File: src/core/fdm_pkg.sv
package fdm_pkg;
    // clock and timing
    localparam int          CLK_HZ          = 10_000_000;
    localparam int          CYC_PER_MS      = CLK_HZ / 1000;
    localparam int          TXSTUCK_TIME_MS = 1000;
    localparam int          NREQ_TIME_MS    = 150;
    localparam logic [23:0] TXSTUCK_CYCLES  = 24'(TXSTUCK_TIME_MS * CYC_PER_MS);
    localparam logic [23:0] NREQ_CYCLES     = 24'(NREQ_TIME_MS * CYC_PER_MS);

    // status register selection
    localparam logic [1:0]  SEL_SUPPLY      = 2'h0;
    localparam logic [1:0]  SEL_LINE        = 2'h1;
    localparam logic [1:0]  SEL_SWITCH      = 2'h2;
    localparam logic [1:0]  SEL_WATCHDOG    = 2'h3;

    // supply_fault_status fields
    localparam int          SUP_BATT_BIT    = 0;
    localparam int          SUP_WARN_BIT    = 1;
    localparam int          SUP_UNDER_BIT   = 2;
    localparam int          SUP_OVER_BIT    = 3;
    // line_fault_status fields
    localparam int          LIN_OT_BIT      = 1;
    localparam int          LIN_DOM_BIT     = 2;
    localparam int          LIN_SHORT_BIT   = 3;
    // switch_fault_status fields
    localparam int          SW1_LIM_BIT     = 0;
    localparam int          SW1_OPEN_BIT    = 1;
    localparam int          SW2_LIM_BIT     = 2;
    localparam int          SW2_OPEN_BIT    = 3;
    // watchdog_fault_status fields
    localparam int          WD_ERR_BIT      = 2;

    localparam logic [3:0]  STATUS_RST      = 4'h0;
    localparam logic [3:0]  SW_ALL_FLAGS    = 4'hf;

    // interrupt source codes
    localparam logic [3:0]  IRQ_CODE_NONE   = 4'h0;
    localparam logic [3:0]  IRQ_CODE_SUPPLY = 4'h5;
    localparam logic [3:0]  IRQ_CODE_LINE   = 4'h4;
    localparam logic [3:0]  IRQ_CODE_SWITCH = 4'h2;

    typedef enum logic [2:0] {
        FDM_RESET    = 3'b000,
        FDM_NORM_REQ = 3'b001,
        FDM_NORMAL   = 3'b010,
        FDM_STOP     = 3'b011,
        FDM_SLEEP    = 3'b100
    } fdm_mode_t;
endpackage

File: src/core/fdm_core.sv
// What this block does
// RULE_01 - battery loss flag follows low-battery condition
// RULE_02 - supply over/under flags, supply interrupt code
// RULE_03 - regulator warning flag outside low-power modes
// RULE_04 - regulator overheat: reset, then sleep with regulator off
// RULE_05 - reset with vdd low, no undervoltage: sleep
// RULE_06 - rx pin short: transmitter off, flag set
// RULE_07 - tx low too long: transmitter off, flag
// RULE_08 - line driver overheat: transmitter off, flag
// RULE_09 - switch overheat: both off until write
// RULE_10 - switch overheat sets all four switch flags
// RULE_11 - open-load flags in normal modes only
// RULE_12 - current limit flags, switch stays on
// RULE_13 - floating watchdog pin: fallback timebase, error flag
// RULE_14 - interrupts only in normal, request, stop
// RULE_15 - masked source: no pending flag, irq high
// RULE_16 - host reads status after returning to normal
// RULE_17 - line flags cleared by read when gone
// RULE_18 - transmitter re-enabled once tx input high
// RULE_19 - switch interrupt needs switch mask set
// RULE_20 - normal request timeout forces reset
// RULE_21 - irq low while unmasked source pending
// RULE_22 - overvoltage switch shutdown when enabled, normal
`timescale 1ns/10ps
module fdm_core import fdm_pkg::*; #(
    parameter logic [23:0] TXSTUCK_LIMIT = TXSTUCK_CYCLES,
    parameter logic [23:0] NREQ_LIMIT    = NREQ_CYCLES
) (
    input  wire logic       sys_clk_in,
    input  wire logic       rst_n_in,
    input  wire logic       clk_en_in,
    // fault conditions from analog monitors and pins
    input  wire logic       batt_low_in,
    input  wire logic       supply_over_in,
    input  wire logic       supply_under_in,
    input  wire logic       reg_warn_in,
    input  wire logic       reg_overtemp_in,
    input  wire logic       vdd_under_in,
    input  wire logic       rx_short_in,
    input  wire logic       tx_pin_in,
    input  wire logic       line_overtemp_in,
    input  wire logic       switch_overtemp_in,
    input  wire logic [1:0] switch_open_in,
    input  wire logic [1:0] switch_limit_in,
    input  wire logic       wd_pin_float_in,
    input  wire logic       wake_in,
    // host side commands
    input  wire logic       go_normal_in,
    input  wire logic       go_stop_in,
    input  wire logic       go_sleep_in,
    input  wire logic [1:0] status_sel_in,
    input  wire logic       status_rd_in,
    input  wire logic       irq_src_rd_in,
    input  wire logic       switch_ctrl_wr_in,
    input  wire logic [1:0] switch_ctrl_in,
    input  wire logic       high_voltage_shutdown_enable_in,
    input  wire logic       supply_irq_mask_in,
    input  wire logic       line_irq_mask_in,
    input  wire logic       switch_irq_mask_in,
    // results
    output logic [3:0]      status_data_out,
    output logic [3:0]      irq_source_out,
    output logic            irq_n_out,
    output logic [1:0]      switch_on_out,
    output logic            tx_enable_out,
    output logic            reg_enable_out,
    output logic            host_reset_n_out,
    output logic            wd_fallback_out,
    output logic [2:0]      mode_out
);
    logic [15:0] raw_vec;
    logic [15:0] syn_vec;
    logic        batt_s, over_s, under_s, warn_s, regot_s, vddun_s, short_s, txd_s;
    logic        line_driver_overtemp_flag_s, swot_s, wdflt_s, wake_s;
    logic [1:0]  open_s, lim_s;

    // every pin condition passes two flip-flops
    assign raw_vec = {batt_low_in, supply_over_in, supply_under_in, reg_warn_in,
                      reg_overtemp_in, vdd_under_in, rx_short_in, tx_pin_in,
                      line_overtemp_in, switch_overtemp_in, switch_open_in,
                      switch_limit_in, wd_pin_float_in, wake_in};
    assign {batt_s, over_s, under_s, warn_s, regot_s, vddun_s, short_s, txd_s,
            line_driver_overtemp_flag_s, swot_s, open_s, lim_s, wdflt_s, wake_s} = syn_vec;

    fdm_sync #(.W(16)) u_sync (
        .sys_clk_in (sys_clk_in),
        .rst_n_in   (rst_n_in),
        .clk_en_in  (clk_en_in),
        .async_in   (raw_vec),
        .sync_out   (syn_vec)
    );

    fdm_mode_t   mode_ff, nxt_mode;
    logic        sleep_pend_ff, nxt_sleep_pend;
    logic        dom_expired, nreq_expired;

    fdm_timer #(.LIMIT(TXSTUCK_LIMIT)) u_dom_timer (
        .sys_clk_in  (sys_clk_in),
        .rst_n_in    (rst_n_in),
        .clk_en_in   (clk_en_in),
        .run_in      (!txd_s),
        .expired_out (dom_expired)
    );

    fdm_timer #(.LIMIT(NREQ_LIMIT)) u_nreq_timer (
        .sys_clk_in  (sys_clk_in),
        .rst_n_in    (rst_n_in),
        .clk_en_in   (clk_en_in),
        .run_in      (mode_ff == FDM_NORM_REQ),
        .expired_out (nreq_expired)
    );

    // true in modes where interrupts may be raised
    function automatic logic irq_mode(input fdm_mode_t m);
        return (m == FDM_NORMAL) || (m == FDM_NORM_REQ) || (m == FDM_STOP);
    endfunction

    // operating mode sequencing
    always_comb begin
        nxt_mode       = mode_ff;
        nxt_sleep_pend = sleep_pend_ff;
        if (clk_en_in) begin
            if (regot_s && mode_ff != FDM_SLEEP) begin
                nxt_mode       = FDM_RESET;  // RULE_04
                nxt_sleep_pend = 1'b1;
            end else begin
                unique case (mode_ff)
                    FDM_RESET: begin
                        if (sleep_pend_ff || (vddun_s && !under_s)) begin
                            nxt_mode       = FDM_SLEEP;  // RULE_04 RULE_05
                            nxt_sleep_pend = 1'b0;
                        end else if (!vddun_s) begin
                            nxt_mode = FDM_NORM_REQ;
                        end
                    end
                    FDM_NORM_REQ: begin
                        if (nreq_expired)
                            nxt_mode = FDM_RESET;  // RULE_20
                        else if (go_normal_in)
                            nxt_mode = FDM_NORMAL;
                    end
                    FDM_NORMAL: begin
                        if (go_sleep_in)
                            nxt_mode = FDM_SLEEP;
                        else if (go_stop_in)
                            nxt_mode = FDM_STOP;
                    end
                    FDM_STOP: begin
                        if (wake_s)
                            nxt_mode = FDM_NORMAL;
                    end
                    FDM_SLEEP: begin
                        if (wake_s)
                            nxt_mode = FDM_RESET;
                    end
                    default: nxt_mode = FDM_RESET;
                endcase
            end
        end
    end

    always_ff @(posedge sys_clk_in) begin
        if (!rst_n_in) begin
            mode_ff          <= FDM_RESET;
            sleep_pend_ff    <= 1'b0;
            reg_enable_out   <= 1'b1;
            host_reset_n_out <= 1'b0;
            mode_out         <= FDM_RESET;
        end else begin
            mode_ff          <= nxt_mode;
            sleep_pend_ff    <= nxt_sleep_pend;
            reg_enable_out   <= nxt_mode != FDM_SLEEP;  // RULE_04
            host_reset_n_out <= nxt_mode != FDM_RESET;
            mode_out         <= nxt_mode;
        end
    end

    // status flags and clear-on-read of the line flags
    logic [3:0] sup_ff, nxt_sup, lin_ff, nxt_lin, sw_ff, nxt_sw, wd_ff, nxt_wd;
    logic       lin_rd;

    assign lin_rd = status_rd_in && status_sel_in == SEL_LINE;

    always_comb begin
        nxt_sup = sup_ff;
        nxt_lin = lin_ff;
        nxt_sw  = sw_ff;
        nxt_wd  = wd_ff;
        if (clk_en_in) begin
            nxt_sup[SUP_BATT_BIT]  = batt_s;  // RULE_01
            nxt_sup[SUP_OVER_BIT]  = over_s;  // RULE_02
            nxt_sup[SUP_UNDER_BIT] = under_s;  // RULE_02
            nxt_sup[SUP_WARN_BIT]  = warn_s && mode_ff != FDM_SLEEP
                                     && mode_ff != FDM_STOP;  // RULE_03
            // clear only when gone, a new set wins over the read
            if (lin_rd && !short_s)
                nxt_lin[LIN_SHORT_BIT] = 1'b0;  // RULE_17
            if (lin_rd && txd_s)
                nxt_lin[LIN_DOM_BIT] = 1'b0;  // RULE_17
            if (short_s)
                nxt_lin[LIN_SHORT_BIT] = 1'b1;  // RULE_06
            if (dom_expired)
                nxt_lin[LIN_DOM_BIT] = 1'b1;  // RULE_07
            nxt_lin[LIN_OT_BIT] = line_driver_overtemp_flag_s;  // RULE_08
            nxt_lin[0]          = 1'b0;
            if (swot_s) begin
                nxt_sw = SW_ALL_FLAGS;  // RULE_10
            end else begin
                nxt_sw[SW1_OPEN_BIT] = open_s[0] && (mode_ff == FDM_NORMAL
                                       || mode_ff == FDM_NORM_REQ);  // RULE_11
                nxt_sw[SW2_OPEN_BIT] = open_s[1] && (mode_ff == FDM_NORMAL
                                       || mode_ff == FDM_NORM_REQ);  // RULE_11
                nxt_sw[SW1_LIM_BIT]  = lim_s[0];  // RULE_12
                nxt_sw[SW2_LIM_BIT]  = lim_s[1];  // RULE_12
            end
            nxt_wd             = STATUS_RST;
            nxt_wd[WD_ERR_BIT] = wdflt_s;  // RULE_13
        end
    end

    always_ff @(posedge sys_clk_in) begin
        if (!rst_n_in) begin
            sup_ff <= STATUS_RST;
            lin_ff <= STATUS_RST;
            sw_ff  <= STATUS_RST;
            wd_ff  <= STATUS_RST;
        end else begin
            sup_ff <= nxt_sup;
            lin_ff <= nxt_lin;
            sw_ff  <= nxt_sw;
            wd_ff  <= nxt_wd;
        end
    end

    // read port, watchdog fallback and corrective actions
    logic [3:0] nxt_rd_data;
    logic       tx_off_ff, nxt_tx_off;
    logic       sw_off_ff, nxt_sw_off;
    logic [1:0] nxt_sw_on;
    logic       hv_trip;

    assign hv_trip = high_voltage_shutdown_enable_in && over_s && mode_ff == FDM_NORMAL;

    always_comb begin
        nxt_rd_data = status_data_out;
        nxt_tx_off  = tx_off_ff;
        nxt_sw_off  = sw_off_ff;
        if (clk_en_in) begin
            if (status_rd_in) begin
                unique case (status_sel_in)
                    SEL_SUPPLY:   nxt_rd_data = sup_ff;
                    SEL_LINE:     nxt_rd_data = lin_ff;
                    SEL_SWITCH:   nxt_rd_data = sw_ff;
                    SEL_WATCHDOG: nxt_rd_data = wd_ff;
                endcase
            end
            if (short_s || line_driver_overtemp_flag_s || dom_expired)
                nxt_tx_off = 1'b1;  // RULE_06 RULE_07 RULE_08
            else if (txd_s)
                nxt_tx_off = 1'b0;  // RULE_18
            if (swot_s || hv_trip)
                nxt_sw_off = 1'b1;  // RULE_09 RULE_22
            else if (switch_ctrl_wr_in)
                nxt_sw_off = 1'b0;  // RULE_09 RULE_22
        end
        nxt_sw_on = nxt_sw_off ? 2'h0 : switch_ctrl_in;  // RULE_12
    end

    always_ff @(posedge sys_clk_in) begin
        if (!rst_n_in) begin
            status_data_out <= STATUS_RST;
            tx_off_ff       <= 1'b0;
            sw_off_ff       <= 1'b0;
            switch_on_out   <= 2'h0;
            tx_enable_out   <= 1'b0;
            wd_fallback_out <= 1'b0;
        end else begin
            status_data_out <= nxt_rd_data;
            tx_off_ff       <= nxt_tx_off;
            sw_off_ff       <= nxt_sw_off;
            if (clk_en_in) begin
                switch_on_out   <= nxt_sw_on;
                tx_enable_out   <= !nxt_tx_off;
                wd_fallback_out <= wdflt_s;  // RULE_13
            end
        end
    end

    // pending interrupt sources and interrupt line
    logic [2:0] pend_ff, nxt_pend;
    logic [2:0] prev_ff, nxt_prev;
    logic [2:0] evt;
    logic [3:0] nxt_code;

    always_comb begin
        nxt_prev = prev_ff;
        nxt_pend = pend_ff;
        evt      = 3'h0;
        if (clk_en_in) begin
            nxt_prev = {over_s || under_s || nxt_sup[SUP_WARN_BIT],
                        short_s || dom_expired || line_driver_overtemp_flag_s, swot_s};
            evt      = nxt_prev & ~prev_ff;
            if (irq_src_rd_in)
                nxt_pend = 3'h0;
            if (irq_mode(mode_ff)) begin  // RULE_14
                nxt_pend[2] = nxt_pend[2] || (evt[2] && supply_irq_mask_in);  // RULE_02 RULE_15
                nxt_pend[1] = nxt_pend[1] || (evt[1] && line_irq_mask_in);  // RULE_07 RULE_15
                nxt_pend[0] = nxt_pend[0] || (evt[0] && switch_irq_mask_in);  // RULE_09 RULE_19
            end
        end
        if (nxt_pend[2])
            nxt_code = IRQ_CODE_SUPPLY;
        else if (nxt_pend[1])
            nxt_code = IRQ_CODE_LINE;
        else if (nxt_pend[0])
            nxt_code = IRQ_CODE_SWITCH;
        else
            nxt_code = IRQ_CODE_NONE;
    end

    always_ff @(posedge sys_clk_in) begin
        if (!rst_n_in) begin
            pend_ff        <= 3'h0;
            prev_ff        <= 3'h0;
            irq_n_out      <= 1'b1;
            irq_source_out <= IRQ_CODE_NONE;
        end else begin
            pend_ff        <= nxt_pend;
            prev_ff        <= nxt_prev;
            irq_n_out      <= nxt_pend == 3'h0;  // RULE_21
            irq_source_out <= nxt_code;
        end
    end
endmodule

File: src/core/fdm_sync.sv
`timescale 1ns/10ps
// two-stage synchroniser bank for pin-level fault inputs
module fdm_sync import fdm_pkg::*; #(
    parameter int W = 1
) (
    input  wire logic         sys_clk_in,
    input  wire logic         rst_n_in,
    input  wire logic         clk_en_in,
    input  wire logic [W-1:0] async_in,
    output logic      [W-1:0] sync_out
);
    logic [W-1:0] meta_ff;
    logic [W-1:0] nxt_meta;
    logic [W-1:0] nxt_sync;

    // first stage feeds only the second stage
    always_comb begin
        nxt_meta = clk_en_in ? async_in : meta_ff;
        nxt_sync = clk_en_in ? meta_ff : sync_out;
    end

    always_ff @(posedge sys_clk_in) begin
        if (!rst_n_in) begin
            meta_ff  <= '0;
            sync_out <= '0;
        end else begin
            meta_ff  <= nxt_meta;
            sync_out <= nxt_sync;
        end
    end
endmodule

File: src/core/fdm_timer.sv
`timescale 1ns/10ps
// counts while run is high, expired stays high while run holds at the limit
module fdm_timer import fdm_pkg::*; #(
    parameter logic [23:0] LIMIT = 24'h000010
) (
    input  wire logic sys_clk_in,
    input  wire logic rst_n_in,
    input  wire logic clk_en_in,
    input  wire logic run_in,
    output logic      expired_out
);
    logic [23:0] cnt_ff;
    logic [23:0] nxt_cnt;

    // restart whenever run drops
    always_comb begin
        nxt_cnt = cnt_ff;
        if (clk_en_in) begin
            if (!run_in)
                nxt_cnt = '0;
            else if (cnt_ff != LIMIT)
                nxt_cnt = cnt_ff + 24'h000001;
        end
    end

    always_ff @(posedge sys_clk_in) begin
        if (!rst_n_in)
            cnt_ff <= '0;
        else
            cnt_ff <= nxt_cnt;
    end

    assign expired_out = run_in && (cnt_ff == LIMIT);
endmodule

File: config.mk
export PLATFORM = sky130hd
export DESIGN_NAME = fdm_core
export DESIGN_NICKNAME = d
export VERILOG_FILES = /design/src/core/fdm_pkg.sv /design/src/core/fdm_core.sv /design/src/core/fdm_sync.sv /design/src/core/fdm_timer.sv
export SDC_FILE = /design/constraint.sdc
export NUM_CORES = 1
export LEC_CHECK = 0
export ABC_AREA = 1
export BUFFER_PORTS_ARGS = -buffer_cell sky130_fd_sc_hd__buf_2
export CAP_MARGIN = 20
export CORE_ASPECT_RATIO = 2
export CORE_MARGIN = 5
export CORE_UTILIZATION = 30
export DETAILED_ROUTE_END_ITERATION = 7
export HOLD_SLACK_MARGIN = 0.05
export SLEW_MARGIN = 15
export SYNTH_ARGS = -nofsm -noshare
export SYNTH_HDL_FRONTEND = slang
export SYNTH_HIERARCHICAL = 1
export SYNTH_SLANG_ARGS = --single-unit
File: constraint.sdc
create_clock -name sys_clk_in -period 1.6 [get_ports sys_clk_in]
set_input_delay 0.48 -clock sys_clk_in [delete_from_list [all_inputs] [get_ports sys_clk_in]]
set_output_delay 0.48 -clock sys_clk_in [all_outputs]
set_load 0.01 [all_outputs]
==> flow_metrics.env, run 1 <==
export IMPL_synth_fp_nets=1004
export IMPL_hp_class="input port to flip-flop"
export IMPL_ys_types=45
export IMPL_fmax_mhz=579
export IMPL_drc=0
export IMPL_outcome="finished with violations"
export IMPL_finClkSkew_ns=0.00991
export IMPL_cts_buffer_depth=2
export IMPL_nNetsFinal=1177
export IMPL_final_util_pct=42.2
export IMPL_ant_nets=0
export IMPL_period_minus_slack_ns=1.73
export IMPL_cts_tree="built"
export IMPL_timing_critical_path_mode_cell="nand2_1"
export IMPL_initialDrtViolationCount=186
export IMPL_vdd_drop_max_v=0.000544
export IMPL_area_delta_synth_final_pct=39.3
export IMPL_grt_max_degree=21
export IMPL_place_hpwl_um=14000
export IMPL_clock_root_buffer="clkbuf_16"
export IMPL_place_congestion=0.900
export IMPL_end_kind="flip-flop"
export IMPL_synth_xor_xnor_area_share_pct=0.832
export IMPL_synth_compound_area_share_pct=9.72
export IMPL_yosys_most_used_dff="dfxtp_1"
export IMPL_cpPeakStageDelay_ns=0.32
export IMPL_met3_usage_pct=3.41
export IMPL_viasPerCell=4.61
export IMPL_grtUsageTotal_pct=15.2
export IMPL_maxCapViolCount=0
export IMPL_ys_async_sr_fraction_pct=0
export IMPL_arrival_ns=2.04
export IMPL_first_pass_iters=4
export IMPL_grt_use_met2_pct=29.4
export IMPL_antenna_found_initial=0
export IMPL_critPathSlowestCell="dfxtp_2"
export IMPL_synth_simple_area_share_pct=38.7
export IMPL_power_density_mw_per_mm2=873
export IMPL_finalCritPeriodShare_pct=108
export IMPL_crit_chain="inv_2 > ha_4 > nand3_2 > nor2_1 > nand2_1 > nor4_4 > nand2_1 > nand3_2 > nand4_1 > nand2_1 > inv_1 > nand3_1 > nor2_1"
export IMPL_clk_pin_slew_ns=0.06
export IMPL_wirelength_um=18700
export IMPL_drive_gt1_share_pct=35.5
export IMPL_power_total_w=0.00768
export IMPL_crit_required_ns=1.91
export IMPL_grt_setup_unrepaired="true"
export IMPL_syn_inst=967
export IMPL_critPathKind="flip-flop to flip-flop"
export IMPL_startpoint_type="flip-flop"
export IMPL_ys_ff_latch=116
export IMPL_critPathBufInv=2
export IMPL_cts_hold_buffers=0
export IMPL_nFillCells=2197
export IMPL_cts_made_buffers=17
export IMPL_violations="setup timing"
export IMPL_yosysSeqAreaShare_pct=36.8
export IMPL_grt_use_met1_pct=13.8
export IMPL_synth_top_family_by_area="simple AND/OR/NAND/NOR gates"
export IMPL_overflow=0
export IMPL_hold_violations=0
export IMPL_cts_sinks=116
export IMPL_synth_edff_count=0
export IMPL_slew_viol_final=0
export IMPL_clk_latency_ns=0.42
export IMPL_io_buffer_count=49
export IMPL_busiest_layer="met2"
export IMPL_wire_per_inst_um=13.1
export IMPL_reg2reg_slack_ns=-0.13
export IMPL_grt_pass1_vias=6576
export IMPL_cp_max_fo=3
export IMPL_synth_avg_cell_area_um2=6.53
export IMPL_htree_levels=4
export IMPL_setup_viol=29
export IMPL_grt_pass1_wl_um=29700
export IMPL_antenna_cells=0
export IMPL_coreArea_mm2=0.0208
export IMPL_die_area_mm2=0.0242
export IMPL_vias=6550
export IMPL_synthMuxAreaShare_pct=0
export IMPL_fin_ws_ns=-0.126
export IMPL_leakagePower_nw=4.09
export IMPL_final_setup_tns_ns=-1.48
export IMPL_ys_warn_count=6
export IMPL_cp_top_family="simple AND/OR/NAND/NOR gates"
export IMPL_synth_area_mm2=0.00632
export IMPL_synth_fa_ha_area_share_pct=0.792
export IMPL_die_w_um=113
export IMPL_placementRows=75
export IMPL_start_util_pct=30.3
export IMPL_die_h_um=215
export IMPL_ioPinCount=51
==> power breakdown <==
part           internal, W  switching (W)
logic             0.000369       0.000531
registers          0.00300      0.0000596
clock network      0.00237        0.00135
total              0.00574        0.00194
==> logic make-up after synthesis <==
logic type | after synthesis
buffers and inverters | 173
and+or+nand+nor | 556
DFF | 116
AOI/OAI and AO/OA | 111
other | 1
adders and majority gates | 4
xor gates and xnor gates | 6
==> cell type report <==
cell class / instances / area [um^2] / area share (%)
multi-input combinational: 679 / 3650 / 41.5
sequential: 116 / 2340 / 26.6
timing repair buffer: 178 / 1320 / 15.0
inverter: 148 / 578 / 6.57
clock buffer: 24 / 472 / 5.36
tap: 269 / 337 / 3.82
clock inverter: 8 / 101 / 1.15
==> layout by cell type (no fill, tap or decap), types with 6 or more instances in the layout <==
master and instances:
buf_6 17, o21ai_0 35, nand2_4 12, dfxtp_2 12, nand3_2 6, nand4_1 13
buf_2 48, inv_2 17, a21oi_2 9, nor3_1 8, nor2_4 17, nor2_1 107
o21ai_2 7, nor2_2 47, buf_4 110, o21ai_1 11, nand2_2 52, dfxtp_1 102
nand2_1 235, a21oi_1 31, inv_1 125, nand3_1 44, clkbuf_16 17
==> worst paths after layout <==
check / start / end / depth (start not counted)
worst min register to register: sup_ff[0] / sup_ff[0] / 2
worst min-delay path: switch_ctrl_in[0] / switch_on_out[0] / 3
worst max register to register: u_dom_timer/cnt_ff[1] / irq_source_out[1] / 13
worst max-delay path: u_dom_timer/cnt_ff[1] / irq_source_out[1] / 13
==> worst min-delay path, delay by kind of cell <==
family	cells	cell delay, ns
AOI/OAI and AO/OA	1	0.05
buffers and inverters	1	0.10
and+or+nand+nor	1	0.05
==> synth_stat cells (2+ instances only) <==
cell type / instances / area, um^2
a21oi_2: 3 / 26.3
a21oi_1: 37 / 185
nand2_2: 20 / 125
buf_6: 10 / 113
nand3b_1: 5 / 37.5
a31oi_1: 5 / 31.3
nor4_1: 2 / 12.5
xor2_1: 5 / 43.8
inv_1: 140 / 526
nor3_1: 9 / 45.0
nand3_1: 51 / 255
nor2_1: 134 / 503
a31o_2: 2 / 17.5
inv_2: 6 / 22.5
o21ai_0: 50 / 250
o21a_1: 4 / 30.0
nand2_1: 276 / 1040
o21ai_1: 3 / 15.0
ha_1: 4 / 50.1
nand2_4: 3 / 33.8
dfxtp_1: 116 / 2320
nor2_4: 2 / 22.5
buf_12: 4 / 80.1
nor2_2: 34 / 213
o21bai_1: 4 / 30.0
buf_4: 4 / 30.0
nand4_1: 13 / 81.3
nand3_2: 2 / 20.0
buf_2: 3 / 15.0
==> what timing repair did <==
action                     in CTS  in global routing
resized for setup              37                150
pin swaps                      17                 39
cloned                          0                  1
buffers inserted                1                 11
setup endpoints to repair      29                 57
==> through the flow <==
stage	setup slack (ns)	cells	hold WS, ns	cell area, um^2
floorplan	-0.000592	967	0.428	6350
global placement	-0.518	1377	0.443	7570
detailed placement	-0.481	1377	0.450	7570
CTS	-0.213	1410	0.290	8280
global route	-0.278	1422	0.311	8800
finish	-0.126	1422	0.308	8800
==> state kept, by name (all words and copies together) (netlist names), 2 cells and up <==
signal,cells
u_nreq_timer/cnt_ff,24
status_data_out,4
sup_ff,4
u_sync/meta_ff,16
switch_on_out,2
u_dom_timer/cnt_ff,24
irq_source_out,3
prev_ff,3
lin_ff,3
mode_ff,3
sw_ff,4
u_sync/sync_out,16
pend_ff,2
==> per-layer routing <==
metal / share of wire (%) / wire (um)
met5: 0 / 0
met4: 5.9 / 1110
met2: 55 / 10300
met1: 36 / 6670
met3: 3.3 / 608
Power figures use the tool's default switching activity.
==> run 2, diff against run 1 <==
Settings changed: CORE_UTILIZATION 30 to 54, PLACE_DENSITY from default to 0.76.
==> run 2 against run 1 <==
Effect of this change: the run still ends with setup timing left; combinational power rose by 0.8%; non-clock buffer count is 6 lower; design area is 2.3% lower; core utilization increased by 32 points; critical endpoint is now u_nreq_timer/cnt_ff[11]; hold slack hardly changed; maximum frequency decreased by 3.5%; total power increased by 2.0%; global-route usage increased by 12 points; clock skew increased by 0.00071 ns; first-iteration DRC count increased to 2.9 times the previous value; die area fell by 42%.
==> flow_metrics.env, run 2 (synthesized netlist as in run 1, its figures left out) <==
export IMPL_antenna_cells=0
export IMPL_clk_pin_slew_ns=0.06
export IMPL_cp_max_fo=8
export IMPL_place_hpwl_um=13600
export IMPL_violations="setup timing"
export IMPL_power_density_mw_per_mm2=911
export IMPL_fin_ws_ns=-0.190
export IMPL_cts_hold_buffers=0
export IMPL_layout_commonest_cell="nand2_1"
export IMPL_leakagePower_nw=4.10
export IMPL_first_pass_iters=5
export IMPL_slew_viol_final=0
export IMPL_dp_slack_ns=-0.218
export IMPL_fin_area_mm2=0.00860
export IMPL_antenna_found_initial=0
export IMPL_vdd_drop_max_v=0.000922
export IMPL_hp_class="input port to flip-flop"
export IMPL_clk_latency_ns=0.41
export IMPL_crit_required_ns=1.88
export IMPL_critPathBufInv=4
export IMPL_grt_pass1_wl_um=30500
export IMPL_cts_sinks=116
export IMPL_htree_levels=4
export IMPL_cts_tree="built"
export IMPL_fin_hold_ws_ns=0.307
export IMPL_crit_chain="inv_2 > ha_4 > nand2_2 > inv_2 > nand2_4 > nor2_1 > nand3_2 > nand2_4 > buf_12 > o21ai_0 > o21ai_0 > inv_1"
export IMPL_arrival_ns=2.07
export IMPL_final_util_pct=73.9
export IMPL_vias=7026
export IMPL_clock_root_buffer="clkbuf_16"
export IMPL_nFillCells=837
export IMPL_outcome="finished with violations"
export IMPL_multiInputGateArea_mm2=0.00363
export IMPL_placedCellCount=1236
export IMPL_grtUsageTotal_pct=27.6
export IMPL_cts_made_buffers=17
export IMPL_placed_area_mm2=0.00730
export IMPL_viasPerCell=5.44
export IMPL_maxCapViolCount=0
export IMPL_wirelength_um=21200
export IMPL_grt_pass1_vias=6862
export IMPL_critPathKind="flip-flop to flip-flop"
export IMPL_finalCritPeriodShare_pct=112
export IMPL_overflow=0
export IMPL_grt_setup_unrepaired="true"
export IMPL_ioPinCount=51
export IMPL_cts_buffer_depth=2
export IMPL_period_minus_slack_ns=1.79
export IMPL_area_delta_synth_final_pct=36.1
export IMPL_ant_nets=0
export IMPL_finClkSkew_ns=0.0106
export IMPL_placementRows=56
export IMPL_layout_common_cells="nand2_1 (245), inv_1 (124), buf_4 (108)"
export IMPL_cp_top_family="simple AND/OR/NAND/NOR gates"
export IMPL_cpPeakStageDelay_ns=0.35
export IMPL_fmax_mhz=559
export IMPL_io_buffer_count=49
export IMPL_nNetsFinal=1171
export IMPL_die_area_mm2=0.0141
export IMPL_drc=0
export IMPL_wire_per_inst_um=16.4
export IMPL_critPathSlowestCell="dfxtp_4"
export IMPL_setup_viol=23
export IMPL_grt_max_degree=29
export IMPL_initialDrtViolationCount=539
export IMPL_final_cells=1292
export IMPL_reg_top3="u_dom_timer/cnt_ff (24), u_nreq_timer/cnt_ff (24)"
export IMPL_place_congestion=0.998
export IMPL_startpoint_type="flip-flop"
export IMPL_coreArea_mm2=0.0116
export IMPL_hold_violations=0
export IMPL_drive_gt1_share_pct=35.3
export IMPL_die_w_um=86.5
export IMPL_end_kind="flip-flop"
export IMPL_die_h_um=163
export IMPL_register_area_mm2=0.00236
export IMPL_start_util_pct=54.3
run 2: cell count changes in the layout (fill, tap and decap cells not counted), sizes merged:
cell    change
inv         +7
clkbuf      -7
buf         -6
run 2: per-layer routing:
layer  vias to the layer above  part of all wire [%]  global-route usage, %
met2                       326                    54                   52.5
met3                       144                   5.0                   5.01
met5                         -                     0                      0
met4                         0                   8.0                   21.1
li1                       3315                     -                      -
met1                      3241                    33                   24.2
run 2: worst paths after layout:
kind                                             start                       to  slack (ns)  cells past startpoint
worst max-delay path            u_nreq_timer/cnt_ff[0]  u_nreq_timer/cnt_ff[11]       -0.19                     12
worst min-delay path                 switch_ctrl_in[1]         switch_on_out[1]        0.31                      3
worst max register to register  u_nreq_timer/cnt_ff[0]  u_nreq_timer/cnt_ff[11]       -0.19                     12
worst min register to register              prev_ff[0]               prev_ff[0]        0.46                      2
run 2: cell type report:
type	count	area share, %
multi-input cells	679	42.2
flip-flops and latches	116	27.4
well taps	145	2.11
inverters	148	6.68
repair buffers	172	14.7
clock inverters	15	1.95
clock buffers	17	4.95
run 2: tightest hold or removal path, cell delays in order:
cell     delay (ns)
buf_2          0.09
nand2_1        0.05
a21oi_1        0.05
run 2: timing repair:
item                                    in CTS  in global routing
setup buffers                                8                 16
cloned                                       0                  1
endpoints found under the setup margin      25                 59
gates resized for setup                     48                129
pin swaps                                   15                 40
run 2: metrics by stage:
stage	TNS, ns	power, W
after CTS	-0.918	0.00774
after detailed placement	-1.85	0.00388
after global routing	-5.48	0.00808
after global placement	-1.14	0.00386
final	-1.75	0.00784
after floorplan	-0.000592	0.00363
run 2: report_power, final:
part,internal [W],switching (W)
Combinational,0.000358,0.000550
Clock,0.00234,0.00153
Sequential,0.00300,0.0000697
